`config.mk`:
```
export PLATFORM = sky130hd
export DESIGN_NAME = gtc_timer_core
export DESIGN_NICKNAME = d
export VERILOG_FILES = /design/src/design/gtc_pkg.sv /design/src/design/gtc_prescale.sv /design/src/design/gtc_ext_edge.sv /design/src/design/gtc_timer_core.sv
export SDC_FILE = /design/constraint.sdc
export NUM_CORES = 1
export LEC_CHECK = 0
export ABC_AREA = 1
export ABC_CLOCK_PERIOD_IN_PS = 1700
export BUFFER_PORTS_ARGS = -buffer_cell sky130_fd_sc_hd__buf_2
export CORE_UTILIZATION = 46
export DETAILED_ROUTE_END_ITERATION = 7
export PLACE_DENSITY_LB_ADDON = 0.2
export SLEW_MARGIN = 20
export SYNTH_ARGS = -nofsm -noshare
export SYNTH_HDL_FRONTEND = slang
export SYNTH_SLANG_ARGS = --single-unit
```
`constraint.sdc`:
```
create_clock -name clk_in -period 1.7 [get_ports clk_in]
set_clock_uncertainty 0.2 [all_clocks]
set_input_delay 0.34 -clock clk_in [delete_from_list [all_inputs] [get_ports clk_in]]
set_output_delay 0.34 -clock clk_in [all_outputs]
set_load 0.01 [all_outputs]
```
`src/design/gtc_pkg.sv`:
```
// shared constants, register layout and carrier types of the gated 16-bit timer/counter core
package gtc_pkg;

    // ------------------------------------------------------------------
    // register map (byte addresses, one aligned word each)
    // ------------------------------------------------------------------
    localparam logic [31:0] OFF_COUNT_LOW = 32'h0000_0000;
    localparam logic [31:0] OFF_COUNT_HIGH = 32'h0000_0004;
    localparam logic [31:0] OFF_CONTROL = 32'h0000_0008;
    localparam logic [31:0] OFF_STATUS = 32'h0000_000c;
    localparam logic [31:0] OFF_OSC_PINS = 32'h0000_0010;

    // ------------------------------------------------------------------
    // field positions
    // ------------------------------------------------------------------
    localparam int unsigned STATUS_OVERFLOW_BIT = 0;
    localparam int unsigned PINS_DIR_A_BIT = 0;
    localparam int unsigned PINS_DIR_B_BIT = 1;
    localparam int unsigned PINS_PORT_A_BIT = 2;
    localparam int unsigned PINS_PORT_B_BIT = 3;

    // ------------------------------------------------------------------
    // reset values and timing
    // ------------------------------------------------------------------
    localparam logic [6:0] CONTROL_RESET = 7'h00;
    localparam logic [15:0] COUNT_RESET = 16'h0000;
    localparam logic [15:0] COUNT_MAX = 16'hffff;
    localparam logic PIN_DIR_RESET = 1'b1;
    // instruction cycle is the oscillator clock divided by four
    localparam int unsigned INSTR_CYCLE_CLKS = 4;
    localparam logic [1:0] INSTR_DIV_LAST = 2'(INSTR_CYCLE_CLKS - 1);

    // ------------------------------------------------------------------
    // bus answers
    // ------------------------------------------------------------------
    localparam logic [1:0] RESP_OKAY = 2'h0;
    localparam logic [1:0] RESP_SLVERR = 2'h2;

    // ------------------------------------------------------------------
    // carrier types
    // ------------------------------------------------------------------
    // packed from msb: bit 6 down to bit 0 of the control register
    typedef struct packed {
        logic alternate_select;
        logic [1:0] prescale_select;
        logic crystal_osc_enable;
        logic external_sync_disable;
        logic source_select;
        logic timer_on;
    } gtc_ctrl_s;

    // prescale select 00/01/10/11 -> divide by 1/2/4/8
    function automatic logic [2:0] gtc_prescale_mask(input logic [1:0] sel);
        unique case (sel)
            2'h0: gtc_prescale_mask = 3'h0;
            2'h1: gtc_prescale_mask = 3'h1;
            2'h2: gtc_prescale_mask = 3'h3;
            2'h3: gtc_prescale_mask = 3'h7;
        endcase
    endfunction

endpackage

```
`src/design/gtc_prescale.sv`:
```
// 2-bit selectable prescaler: passes one of every 1, 2, 4 or 8 count ticks
`timescale 1ns/1ps
module gtc_prescale #(
    parameter int unsigned CNT_W = 3
) (
    // clock and reset
    input wire logic clk_in,
    input wire logic rst_n_in,
    // ticks
    input wire logic tick_in,
    input wire logic clear_in,
    input wire logic [1:0] select_in,
    output logic tick_out
);

    typedef struct packed {
        logic [CNT_W-1:0] count;
    } gtc_pre_state_s;

    gtc_pre_state_s state_reg;
    gtc_pre_state_s state_next;
    logic [CNT_W-1:0] mask;

    // ------------------------------------------------------------------
    // divide
    // ------------------------------------------------------------------
    assign mask = CNT_W'(gtc_pkg::gtc_prescale_mask(select_in));
    assign tick_out = tick_in && ((state_reg.count & mask) == mask) && !clear_in;

    always_comb begin
        state_next = state_reg;
        if (clear_in) begin
            state_next.count = '0;
        end else if (tick_in) begin
            state_next.count = (tick_out) ? '0 : state_reg.count + CNT_W'(1);
        end
    end

    always_ff @(posedge clk_in) begin
        if (!rst_n_in) begin
            state_reg <= '0;
        end else begin
            state_reg <= state_next;
        end
    end

endmodule

```
`src/design/gtc_ext_edge.sv`:
```
// external count clock front end: optional synchroniser, falling-edge arming, rise detect
`timescale 1ns/1ps
module gtc_ext_edge (
    // clock and reset
    input wire logic clk_in,
    input wire logic rst_n_in,
    // external clock
    input wire logic clock_level_in,
    input wire logic sync_bypass_in,
    input wire logic enable_in,
    // result
    output logic rise_out
);

    typedef struct packed {
        logic async_sample;
        logic sync_first;
        logic sync_second;
        logic prev_level;
        logic armed;
    } gtc_edge_state_s;

    gtc_edge_state_s state_reg;
    gtc_edge_state_s state_next;
    logic level;

    // ------------------------------------------------------------------
    // level selection
    // ------------------------------------------------------------------
    // bypass takes one sample flop only; switching paths may drop or add one edge
    assign level = sync_bypass_in ? state_reg.async_sample : state_reg.sync_second;
    assign rise_out = enable_in && state_reg.armed && level && !state_reg.prev_level;

    always_comb begin
        state_next = state_reg;
        state_next.async_sample = clock_level_in;
        state_next.sync_first = clock_level_in;
        state_next.sync_second = state_reg.sync_first;
        state_next.prev_level = level;
        if (!enable_in) begin
            state_next.armed = 1'b0;
        end else if (!level) begin
            state_next.armed = 1'b1;
        end
    end

    always_ff @(posedge clk_in) begin
        if (!rst_n_in) begin
            state_reg <= '0;
        end else begin
            state_reg <= state_next;
        end
    end

endmodule

```
`src/design/gtc_timer_core.sv`:
```
// gated 16-bit timer/counter core with an AXI4-Lite register slave
`timescale 1ns/1ps

// Notes on behaviour
// - 16-bit up count read as two bytes; a byte write replaces that byte.
// - source 0 counts Fosc/4 or Fosc by alternate select; source 1 counts pin.
// - internal source advances once per selected clock (Fosc/4 or Fosc) times prescale ratio.
// - external source advances on each rising edge of the pin, after prescaling.
// - sync disable set skips synchronising; clear synchronises to system clock.
// - external counting needs a falling edge seen before the first counted rise.
// - internal oscillator without clock out lets the crystal drive the count.
// - prescaler divides by 1, 2, 4 or 8 per the 2-bit field.
// - prescaler is hidden from software and cleared by any count byte write.
// - oscillator enable starts the crystal; it keeps running during sleep.
// - crystal allowed only with internal or low-power primary oscillator.
// - crystal on forces oscillator pin directions to 1 and port reads to 0.
// - asynchronous counting continues in sleep; overflow flags and wakes.
// - sync/async switching may lose or add one increment; not prevented.
// - prescale code 00=1:1, 01=1:2, 10=1:4, 11=1:8.
// - count rolls from ffff to 0000 and sets the overflow flag.
// - sync disable bit is ignored while the internal source is selected.
module gtc_timer_core (
    // clock and reset
    input wire logic clk_in,
    input wire logic rst_n_in,
    // axi4-lite write address
    input wire logic [31:0] s_axi_awaddr_in,
    input wire logic [2:0] s_axi_awprot_in,
    input wire logic s_axi_awvalid_in,
    output logic s_axi_awready_out,
    // axi4-lite write data
    input wire logic [31:0] s_axi_wdata_in,
    input wire logic [3:0] s_axi_wstrb_in,
    input wire logic s_axi_wvalid_in,
    output logic s_axi_wready_out,
    // axi4-lite write response
    output logic [1:0] s_axi_bresp_out,
    output logic s_axi_bvalid_out,
    input wire logic s_axi_bready_in,
    // axi4-lite read address
    input wire logic [31:0] s_axi_araddr_in,
    input wire logic [2:0] s_axi_arprot_in,
    input wire logic s_axi_arvalid_in,
    output logic s_axi_arready_out,
    // axi4-lite read data
    output logic [31:0] s_axi_rdata_out,
    output logic [1:0] s_axi_rresp_out,
    output logic s_axi_rvalid_out,
    input wire logic s_axi_rready_in,
    // system clocking state
    input wire logic internal_osc_no_clkout_in,
    input wire logic low_power_osc_mode_in,
    input wire logic sleep_in,
    // count clocks
    input wire logic external_count_clock_in,
    input wire logic crystal_clock_in,
    // oscillator pins
    input wire logic osc_pin_a_port_in,
    input wire logic osc_pin_b_port_in,
    output logic osc_pin_a_direction_out,
    output logic osc_pin_b_direction_out,
    // status
    output logic crystal_osc_run_out,
    output logic overflow_flag_out,
    output logic wake_out,
    output logic [15:0] count_out
);

    typedef struct packed {
        // timer
        logic [15:0] count;
        logic overflow_flag;
        gtc_pkg::gtc_ctrl_s ctrl;
        logic osc_pin_a_direction;
        logic osc_pin_b_direction;
        logic [1:0] instr_div;
        logic wake;
        // bus
        logic aw_held;
        logic [31:0] aw_addr;
        logic w_held;
        logic [31:0] w_data;
        logic [3:0] w_strb;
        logic bvalid;
        logic [1:0] bresp;
        logic rvalid;
        logic [31:0] rdata;
        logic [1:0] rresp;
    } gtc_core_state_s;

    gtc_core_state_s state_reg;
    gtc_core_state_s state_next;

    logic crystal_active;
    logic ext_level;
    logic ext_rise;
    logic instr_tick;
    logic internal_tick;
    logic count_enable;
    logic raw_tick;
    logic count_tick;
    logic aw_fire;
    logic w_fire;
    logic wr_do;
    logic [31:0] wr_addr;
    logic [31:0] wr_data;
    logic [3:0] wr_strb;
    logic ar_fire;
    logic count_byte_write;

    // ------------------------------------------------------------------
    // address decode and read view
    // ------------------------------------------------------------------
    function automatic logic gtc_mapped(input logic [31:0] addr);
        gtc_mapped = (addr == gtc_pkg::OFF_COUNT_LOW) || (addr == gtc_pkg::OFF_COUNT_HIGH) ||
            (addr == gtc_pkg::OFF_CONTROL) || (addr == gtc_pkg::OFF_STATUS) ||
            (addr == gtc_pkg::OFF_OSC_PINS);
    endfunction

    function automatic logic [31:0] gtc_read_view(input logic [31:0] addr,
                                                  input gtc_core_state_s st,
                                                  input logic xtal,
                                                  input logic port_a,
                                                  input logic port_b);
        logic [31:0] value;
        value = 32'h0000_0000;
        unique case (addr)
            gtc_pkg::OFF_COUNT_LOW: value[7:0] = st.count[7:0];
            gtc_pkg::OFF_COUNT_HIGH: value[7:0] = st.count[15:8];
            gtc_pkg::OFF_CONTROL: value[6:0] = st.ctrl;
            gtc_pkg::OFF_STATUS: value[gtc_pkg::STATUS_OVERFLOW_BIT] = st.overflow_flag;
            gtc_pkg::OFF_OSC_PINS: begin
                value[gtc_pkg::PINS_DIR_A_BIT] = st.osc_pin_a_direction;
                value[gtc_pkg::PINS_DIR_B_BIT] = st.osc_pin_b_direction;
                value[gtc_pkg::PINS_PORT_A_BIT] = port_a && !xtal;
                value[gtc_pkg::PINS_PORT_B_BIT] = port_b && !xtal;
            end
            default: value = 32'h0000_0000;
        endcase
        gtc_read_view = value;
    endfunction

    // ------------------------------------------------------------------
    // count sources
    // ------------------------------------------------------------------
    assign crystal_active = state_reg.ctrl.crystal_osc_enable &&
        (internal_osc_no_clkout_in || low_power_osc_mode_in);
    // the crystal takes over the pin as count clock once it runs
    assign ext_level = crystal_active ? crystal_clock_in : external_count_clock_in;

    gtc_ext_edge u_ext_edge (
        .clk_in(clk_in),
        .rst_n_in(rst_n_in),
        .clock_level_in(ext_level),
        .sync_bypass_in(state_reg.ctrl.external_sync_disable),
        .enable_in(state_reg.ctrl.timer_on && state_reg.ctrl.source_select),
        .rise_out(ext_rise)
    );

    assign instr_tick = (state_reg.instr_div == gtc_pkg::INSTR_DIV_LAST);
    assign internal_tick = state_reg.ctrl.alternate_select ? 1'b1 : instr_tick;
    // sync disable only matters on the external path, so it is not consulted here
    assign raw_tick = state_reg.ctrl.source_select ? ext_rise : internal_tick;
    // in sleep only the unsynchronised external count keeps going
    assign count_enable = state_reg.ctrl.timer_on && (!sleep_in ||
        (state_reg.ctrl.source_select && state_reg.ctrl.external_sync_disable));

    gtc_prescale #(
        .CNT_W(3)
    ) u_prescale (
        .clk_in(clk_in),
        .rst_n_in(rst_n_in),
        .tick_in(raw_tick && count_enable),
        .clear_in(count_byte_write),
        .select_in(state_reg.ctrl.prescale_select),
        .tick_out(count_tick)
    );

    // ------------------------------------------------------------------
    // bus handshakes
    // ------------------------------------------------------------------
    assign s_axi_awready_out = !state_reg.aw_held && !state_reg.bvalid;
    assign s_axi_wready_out = !state_reg.w_held && !state_reg.bvalid;
    assign s_axi_arready_out = !state_reg.rvalid;
    assign aw_fire = s_axi_awvalid_in && s_axi_awready_out;
    assign w_fire = s_axi_wvalid_in && s_axi_wready_out;
    assign ar_fire = s_axi_arvalid_in && s_axi_arready_out;
    assign wr_do = (state_reg.aw_held || aw_fire) && (state_reg.w_held || w_fire) &&
        !state_reg.bvalid;
    assign wr_addr = state_reg.aw_held ? state_reg.aw_addr : s_axi_awaddr_in;
    assign wr_data = state_reg.w_held ? state_reg.w_data : s_axi_wdata_in;
    assign wr_strb = state_reg.w_held ? state_reg.w_strb : s_axi_wstrb_in;
    assign count_byte_write = wr_do && wr_strb[0] &&
        ((wr_addr == gtc_pkg::OFF_COUNT_LOW) || (wr_addr == gtc_pkg::OFF_COUNT_HIGH));

    // ------------------------------------------------------------------
    // next state
    // ------------------------------------------------------------------
    always_comb begin
        state_next = state_reg;
        state_next.wake = 1'b0;
        state_next.instr_div = state_reg.instr_div + 2'h1;

        // count and overflow
        if (count_tick) begin
            state_next.count = state_reg.count + 16'h0001;
            if (state_reg.count == gtc_pkg::COUNT_MAX) begin
                state_next.count = gtc_pkg::COUNT_RESET;
                state_next.overflow_flag = 1'b1;
                state_next.wake = sleep_in;
            end
        end

        // bus write channel capture
        if (aw_fire && !wr_do) begin
            state_next.aw_held = 1'b1;
            state_next.aw_addr = s_axi_awaddr_in;
        end
        if (w_fire && !wr_do) begin
            state_next.w_held = 1'b1;
            state_next.w_data = s_axi_wdata_in;
            state_next.w_strb = s_axi_wstrb_in;
        end

        // register write: a byte write beats an increment in the same cycle
        if (wr_do) begin
            state_next.aw_held = 1'b0;
            state_next.w_held = 1'b0;
            state_next.bvalid = 1'b1;
            state_next.bresp = gtc_mapped(wr_addr) ? gtc_pkg::RESP_OKAY : gtc_pkg::RESP_SLVERR;
            if (wr_strb[0]) begin
                unique case (wr_addr)
                    gtc_pkg::OFF_COUNT_LOW: begin
                        state_next.count = {state_reg.count[15:8], wr_data[7:0]};
                    end
                    gtc_pkg::OFF_COUNT_HIGH: begin
                        state_next.count = {wr_data[7:0], state_reg.count[7:0]};
                    end
                    gtc_pkg::OFF_CONTROL: state_next.ctrl = wr_data[6:0];
                    gtc_pkg::OFF_STATUS: begin
                        // write one to clear; a same-cycle overflow keeps the flag set
                        if (wr_data[gtc_pkg::STATUS_OVERFLOW_BIT] &&
                            !(count_tick && state_reg.count == gtc_pkg::COUNT_MAX)) begin
                            state_next.overflow_flag = 1'b0;
                        end
                    end
                    gtc_pkg::OFF_OSC_PINS: begin
                        state_next.osc_pin_a_direction = wr_data[gtc_pkg::PINS_DIR_A_BIT];
                        state_next.osc_pin_b_direction = wr_data[gtc_pkg::PINS_DIR_B_BIT];
                    end
                    default: begin
                    end
                endcase
            end
        end
        if (state_reg.bvalid && s_axi_bready_in) begin
            state_next.bvalid = 1'b0;
        end

        // crystal running holds both oscillator pins as inputs
        if (crystal_active) begin
            state_next.osc_pin_a_direction = 1'b1;
            state_next.osc_pin_b_direction = 1'b1;
        end

        // register read
        if (ar_fire) begin
            state_next.rvalid = 1'b1;
            state_next.rdata = gtc_read_view(s_axi_araddr_in, state_reg, crystal_active,
                                             osc_pin_a_port_in, osc_pin_b_port_in);
            state_next.rresp = gtc_mapped(s_axi_araddr_in) ? gtc_pkg::RESP_OKAY :
                gtc_pkg::RESP_SLVERR;
        end else if (state_reg.rvalid && s_axi_rready_in) begin
            state_next.rvalid = 1'b0;
        end
    end

    always_ff @(posedge clk_in) begin
        if (!rst_n_in) begin
            state_reg <= '0;
            state_reg.count <= gtc_pkg::COUNT_RESET;
            state_reg.ctrl <= gtc_pkg::CONTROL_RESET;
            state_reg.osc_pin_a_direction <= gtc_pkg::PIN_DIR_RESET;
            state_reg.osc_pin_b_direction <= gtc_pkg::PIN_DIR_RESET;
        end else begin
            state_reg <= state_next;
        end
    end

    // ------------------------------------------------------------------
    // outputs
    // ------------------------------------------------------------------
    assign s_axi_bvalid_out = state_reg.bvalid;
    assign s_axi_bresp_out = state_reg.bresp;
    assign s_axi_rvalid_out = state_reg.rvalid;
    assign s_axi_rdata_out = state_reg.rdata;
    assign s_axi_rresp_out = state_reg.rresp;
    // the crystal run request does not look at sleep, so it keeps running
    assign crystal_osc_run_out = crystal_active;
    assign osc_pin_a_direction_out = state_reg.osc_pin_a_direction;
    assign osc_pin_b_direction_out = state_reg.osc_pin_b_direction;
    assign overflow_flag_out = state_reg.overflow_flag;
    assign wake_out = state_reg.wake;
    assign count_out = state_reg.count;

endmodule

```
==> results.yml, run 1 <==
status:
  outcome: "finished with violations"
  violations: "setup timing"
synthesis:
  ys_ff_latch: 91
  synth_compound_area_share_pct: 15.91
  synthArstFlopShare_pct: 0
  synth_area_leaders: "dfxtp_1 (34%), nor2_1 (11%), nand2_1 (9.0%), o21ai_0 (7.7%), buf_4 (7.5%)"
  seq_area_frac_synth_pct: 34.23
  yosys.cell_count.top_type: "nor2_1"
  avgSynthCellArea_sq_um: 6.678
  synthSimpleGateAreaFrac_pct: 33.54
  ys_types: 45
  yosys-top-cells-count: "nor2_1 (154), nand2_1 (127), dfxtp_1 (91), o21ai_0 (82), inv_1 (60)"
  yosysTopAreaCell: "dfxtp_1"
  netlist_area_sq_um: 5323
  synth_top_family_by_area: "simple AND/OR/NAND/NOR gates"
  synth_edf_count: 0
  synthXorXnorAreaFrac_pct: 0.4937
  syn-instance-count: 797
  synth_ff_type: "dfxtp_1"
  synth.top_cell.area_share_pct: 34.23
  synth.mux.area_fraction_pct: 0.3761
  yosysWarnings: 0
  synth_fa_ha_area_share_pct: 0.7052
sta:
  finalMaxSlewViolations: 0
  hold_viol_final: 0
  timing.final.crit_share_pct: 121.0
  max_freq_mhz: 486.0
  hold_ws_ps: 24.84
  worst_slack_ps: -357.6
  setup-violations-final: 63
  rsz0062_at_grt: "true"
  fin_crit_ps: 2058
drt:
  drc: 0
  drt_pass1_iterations: 5
  post_drt_wl_per_cell_um: 13.90
  drt_iter0_drc: 368
  vias_per_cell: 5.088
  wl_um: 15930
  vias: 5831
  final_antenna_net_count: 0
setup_path:
  crit_buf_inv: 2
  r2r_cells: 13
  setup.worst_path.start_class: "register"
  critical-path-top-delay-family: "simple AND/OR/NAND/NOR gates"
  reg2reg_from: "state_reg[107]"
  path_class: "register to register"
  reg2reg_to: "u_prescale.state_reg[1]"
  crit_fanout: 7
  endpoint_kind: "register"
  crit_end: "u_prescale.state_reg[1]"
  cp.arrival_ps: 2140
  cp_slowest_cell: "dfxtp_4"
  cp_common_cell: "nand2_4"
  r2r_setup_slack_ps: -360
  crit_required_ps: 1780
  cp_slowest_stage_delay_ps: 390
  cp-startpoint: "state_reg[107]"
  worstPathCellList: "buf_12 -> nand2_4 -> nand2_4 -> nor2_4 -> nand2_4 -> nor2_4 -> nand3_2 -> nand2_2 -> nand2_4 -> nand2_4 -> buf_4 -> nand3_1 -> a21oi_1"
  path_depth: 13
clocking:
  clk_latency_ps: 360
  cts.clk_slew.worst_paths_ps: 70
  cts_buffers: 9
  clk_path_buf_depth: 2
  cts_tree: "done"
  clockRootBuffer: "clkbuf_16"
  cts.sinks: 91
  htree_levels: 3
min_path:
  min_from: "s_axi_awaddr_in[7]"
  hp-class: "input port to register"
floorplanning:
  initial_core_util_pct: 48.05
  coreArea_sq_um: 11080
  fp.dieH_um: 109.6
  ios: 182
  dieArea_sq_um: 12010
  rows: 38
  dieWidth_um: 109.6
place:
  dpl_worst_slack_ps: -349.1
  dp.final_hpwl_um: 11100
  portBuffers: 122
  gp_congestion: 0.9147
global_route:
  grt_pass1_wl_um: 24410
  first_global_vias: 5223
  grtUsageTotal_pct: 26.45
  grt-ovfl-total: 0
  antenna_found_initial: 0
  grt_max_degree: 31
finish:
  fin_util_pct: 68.74
  area_growth_pct: 43.07
  largest_reg_flops: 52
  drive_gt1_share_pct: 40.06
  diodes: 0
  nets: 1124
power:
  power_density_nw_per_um2: 811.3
  ir_worst_vdd_v: 0.0006896
  p_leak_nw: 3.486
flow_run:
  cap_violations: 0
-- cells by family (layout without fill, tap and decap cells) --
group / count (synthesis) / count (layout)
AO/OA/AOI/OAI: 154 / 154
other: 1 / 26
flip-flops: 91 / 91
AND/OR/NAND/NOR: 393 / 393
multiplexers: 2 / 2
buffers and inverters: 150 / 334
adder cells (fa/ha/maj): 3 / 3
XOR/XNOR: 3 / 3
-- worst min-delay path by stage --
stage	to	slack, ps	cells past startpoint
after CTS	u_ext_edge.state_reg[4]	20	3
final	state_reg[82]	20	3
after global placement	u_ext_edge.state_reg[2]	210	2
after detailed placement	u_ext_edge.state_reg[2]	220	2
after floorplan	state_reg[109]	200	1
after global routing	u_ext_edge.state_reg[4]	40	3
-- repair_timing --
| action | in CTS | in global routing |
|---|---|---|
| buffers inserted | 11 | 6 |
| hold buffers | 1 | 0 |
| endpoints found under the setup margin | 73 | 81 |
| pin swaps | 17 | 28 |
| gates cloned | 2 | 1 |
| gates resized for setup | 50 | 124 |
| hold endpoints to repair | 1 | 0 |
-- where the power goes --
group / switching, W / internal (W) / total (W)
Sequential: 0.000147 / 0.00234 / 0.00249
Clock: 0.000941 / 0.00106 / 0.00200
Combinational: 0.000931 / 0.000761 / 0.00169
-- worst register-to-register path, cell delays in order (launching register included) --
cell	delay, ps
dfxtp_4	390
buf_12	150
nand2_4	60
nand2_4	60
nor2_4	120
nand2_4	100
nor2_4	160
nand3_2	80
nand2_2	100
nand2_4	100
nand2_4	120
buf_4	120
nand3_1	50
a21oi_1	150
-- placed cells by master, fill, tap and decap left out, types with 28 or more instances in the layout --
| master | synthesis | routed |
|---|---|---|
| inv_1 | 60 | 57 |
| o21ai_1 | 11 | 46 |
| o21ai_0 | 82 | 39 |
| nand2_1 | 127 | 111 |
| nand3_1 | 46 | 34 |
| buf_2 | 2 | 121 |
| dfxtp_1 | 91 | 83 |
| nor2_2 | 3 | 28 |
| nor2_1 | 154 | 121 |
| buf_4 | 53 | 101 |
-- metal layers --
| layer | track usage [%] | part of all wire (%) | vias up |
|---|---|---|---|
| met2 | 45.06 | 48 | 234 |
| li1 | - | - | 2935 |
| met3 | 5.631 | 7.0 | 23 |
| met1 | 33.60 | 44 | 2639 |
| met4 | 7.429 | 1.4 | 0 |
| met5 | 0 | 0 | - |
-- area by class of cell --
| type | instances | area (sq um) |
|---|---|---|
| inverter | 73 | 302.8 |
| multi-input combinational | 581 | 3308 |
| clock buffer | 10 | 239.0 |
| fill | 964 | 3463 |
| clock inverter | 6 | 58.81 |
| sequential | 91 | 1842 |
| timing repair buffer | 245 | 1689 |
| tap | 140 | 175.2 |
-- metrics by stage --
| step | total power (W) | cell area [sq um] | TNS [ps] | std cells |
|---|---|---|---|---|
| 4_1_cts | 0.005920 | 7208 | -9464 | 1139 |
| 2_1_floorplan | 0.003321 | 5553 | -1326 | 822 |
| 3_3_place_gp | 0.003729 | 6600 | -12210 | 1109 |
| 3_5_place_dp | 0.003750 | 6600 | -14680 | 1109 |
| 6_report | 0.006178 | 7615 | -7978 | 1146 |
| 5_1_grt | 0.006517 | 7615 | -12500 | 1146 |
No activity file was read; power rests on OpenSTA's default activity.
==> run 2: changes to the inputs <==
--- a/config.mk
+++ b/config.mk
@@ -8,7 +8,7 @@
 export ABC_AREA = 1
 export ABC_CLOCK_PERIOD_IN_PS = 1700
 export BUFFER_PORTS_ARGS = -buffer_cell sky130_fd_sc_hd__buf_2
-export CORE_UTILIZATION = 46
+export CORE_UTILIZATION = 44
 export DETAILED_ROUTE_END_ITERATION = 7
 export PLACE_DENSITY_LB_ADDON = 0.2
 export SLEW_MARGIN = 20
==> run 2 against run 1 <==
- the run ends with DRC, setup timing left
- combinational power is 4% lower
- sequential cell count unchanged
- hold slack worse by 1.9 ps
- non-clock buffer count is 16 higher
- global-route usage decreased by 2.6 points
- worst setup slack gained 51 ps
- total power increased by 1.9%
- via count shrank 1.1%
- die area rose by 4.5%
- wire length down 2.3%
- critical path depth grew 1
==> results.yml, run 2 (synthesized netlist as in run 1, its figures left out) <==
status:
  outcome: "finished with violations"
  violations: "DRC, setup timing"
clocking:
  cts.clk_slew.worst_paths_ps: 70
  clk_latency_ps: 360
  cts_buffers: 9
  clockRootBuffer: "clkbuf_16"
  cts.sinks: 91
  clk_path_buf_depth: 2
  cts_tree: "done"
  htree_levels: 3
global_route:
  grt_max_degree: 32
  first_global_vias: 4963
  grtUsageTotal_pct: 23.89
  antenna_found_initial: 0
  grt_pass1_wl_um: 23790
  grt-ovfl-total: 0
setup_path:
  crit_end: "count_out[14]"
  setup.worst_path.start_class: "register"
  reg2reg_from: "state_reg[107]"
  r2r_cells: 14
  r2r_setup_slack_ps: -310
  cp.arrival_ps: 2100
  path_class: "register to register"
  reg2reg_to: "count_out[14]"
  endpoint_kind: "register"
  crit_required_ps: 1790
  crit_fanout: 8
  cp-startpoint: "state_reg[107]"
finish:
  diodes: 0
  largest_reg_flops: 52
  final_cell_mix: "nor2_1 (128), buf_2 (118), buf_4 (116)"
  final_common_cell: "nor2_1"
  drive_gt1_share_pct: 41.54
  fillers: 1005
  nets: 1141
  area_growth_pct: 45.56
  fin_area_sq_um: 7747
place:
  dp.final_hpwl_um: 10990
  portBuffers: 122
  placed_area_sq_um: 6701
  gp_congestion: 0.9061
sta:
  hold_viol_final: 0
  finalMaxSlewViolations: 0
  max_freq_mhz: 498.3
  timing.final.crit_share_pct: 118.1
  setup-violations-final: 59
  fin_crit_ps: 2007
  rsz0062_at_grt: "true"
  worst_slack_ps: -306.9
power:
  power_density_nw_per_um2: 812.6
  power_w: 0.006296
  ir_worst_vdd_v: 0.0006934
  p_leak_nw: 3.605
drt:
  final_antenna_net_count: 0
  wl_um: 15550
  post_drt_wl_per_cell_um: 13.34
  drc: 16
  drt_pass1_iterations: 7
  vias: 5768
  drt_iter0_drc: 363
  vias_per_cell: 4.947
flow_run:
  cap_violations: 0
floorplanning:
  dieWidth_um: 112.0
  ios: 182
  dieArea_sq_um: 12540
  rows: 39
  coreArea_sq_um: 11610
  fp.dieH_um: 112.0
  initial_core_util_pct: 45.83
min_path:
  hp-class: "input port to register"
==> run 2: changes by cell type in the layout (fill, tap and decap cells not counted), moves of 6 or more <==
| cell | change |
|---|---|
| nand3_2 | +7 |
| buf_4 | +15 |
| nor2_2 | -6 |
| o21ai_0 | -13 |
| o21ai_1 | +9 |
| nor2_1 | +7 |
| nand3_1 | -6 |
==> run 2: timing repair <==
action,in CTS,in global routing
hold buffers,1,0
setup buffers,8,12
cloned,0,4
endpoints found under the hold margin,1,0
pin swaps,21,50
gates resized for setup,64,121
setup endpoints to repair,73,83
==> run 2: worst min-delay path by stage <==
stage                       startpoint                      end  slack, ps  cells past startpoint
6_report       external_count_clock_in  u_ext_edge.state_reg[4]         20                      3
5_1_grt             s_axi_awaddr_in[0]            state_reg[75]         30                      3
4_1_cts        external_count_clock_in  u_ext_edge.state_reg[4]         10                      3
3_5_place_dp            state_reg[109]           state_reg[109]        210                      1
3_3_place_gp   u_ext_edge.state_reg[4]  u_ext_edge.state_reg[2]        210                      2
2_1_floorplan           state_reg[109]           state_reg[109]        200                      1
==> run 2: metal layers <==
metal / vias to the layer above / part of all wire, % / track usage (%)
li1: 2982 / - / -
met1: 2583 / 45 / 31.86
met2: 186 / 46 / 37.85
met3: 17 / 7.1 / 6.206
met4: 0 / 1.5 / 7.289
met5: - / 0 / 0
==> run 2: layout make-up <==
type,count,area [sq um],area share (%)
Timing Repair Buffer,261,1818,23.47
Multi-Input combinational cell,582,3282,42.36
Sequential cell,91,1848,23.85
Clock buffer,9,225.2,2.907
Clock inverter,7,98.84,1.276
Tap cell,143,178.9,2.309
Inverter,73,296.5,3.828
==> run 2: per-stage QoR <==
| step | cells | TNS [ps] | setup slack (ps) | utilization [%] | hold WS, ps |
|---|---|---|---|---|---|
| finish | 1166 | -7282 | -306.9 | 66.71 | 22.92 |
| global route | 1166 | -12870 | -418.0 | 66.71 | 31.69 |
| CTS | 1150 | -5121 | -258.5 | 62.63 | 11.20 |
| detailed placement | 1125 | -15130 | -409.1 | 57.70 | 213.0 |
| global placement | 1125 | -14070 | -440.5 | 57.70 | 213.7 |
| floorplan | 822 | -1326 | -140.1 | - | 199.2 |
==> run 2: report_power, final <==
group	switching [W]	internal [W]
Clock	0.000906	0.00130
Combinational	0.000888	0.000743
Sequential	0.000123	0.00234
Total	0.00192	0.00438
==> run 2: worst max-delay path, stage by stage (launching register included) <==
cell and delay (ps):
dfxtp_4 370, buf_12 130, nand2_4 60, nand2_2 50, nor2_2 110, nand2_2 110, nor2_4 180, nand3_2 90
nand2_2 110, nand2_4 110, nand2_4 120, nand2_2 60, o21ai_2 50, nand2_1 70, a21oi_2 120
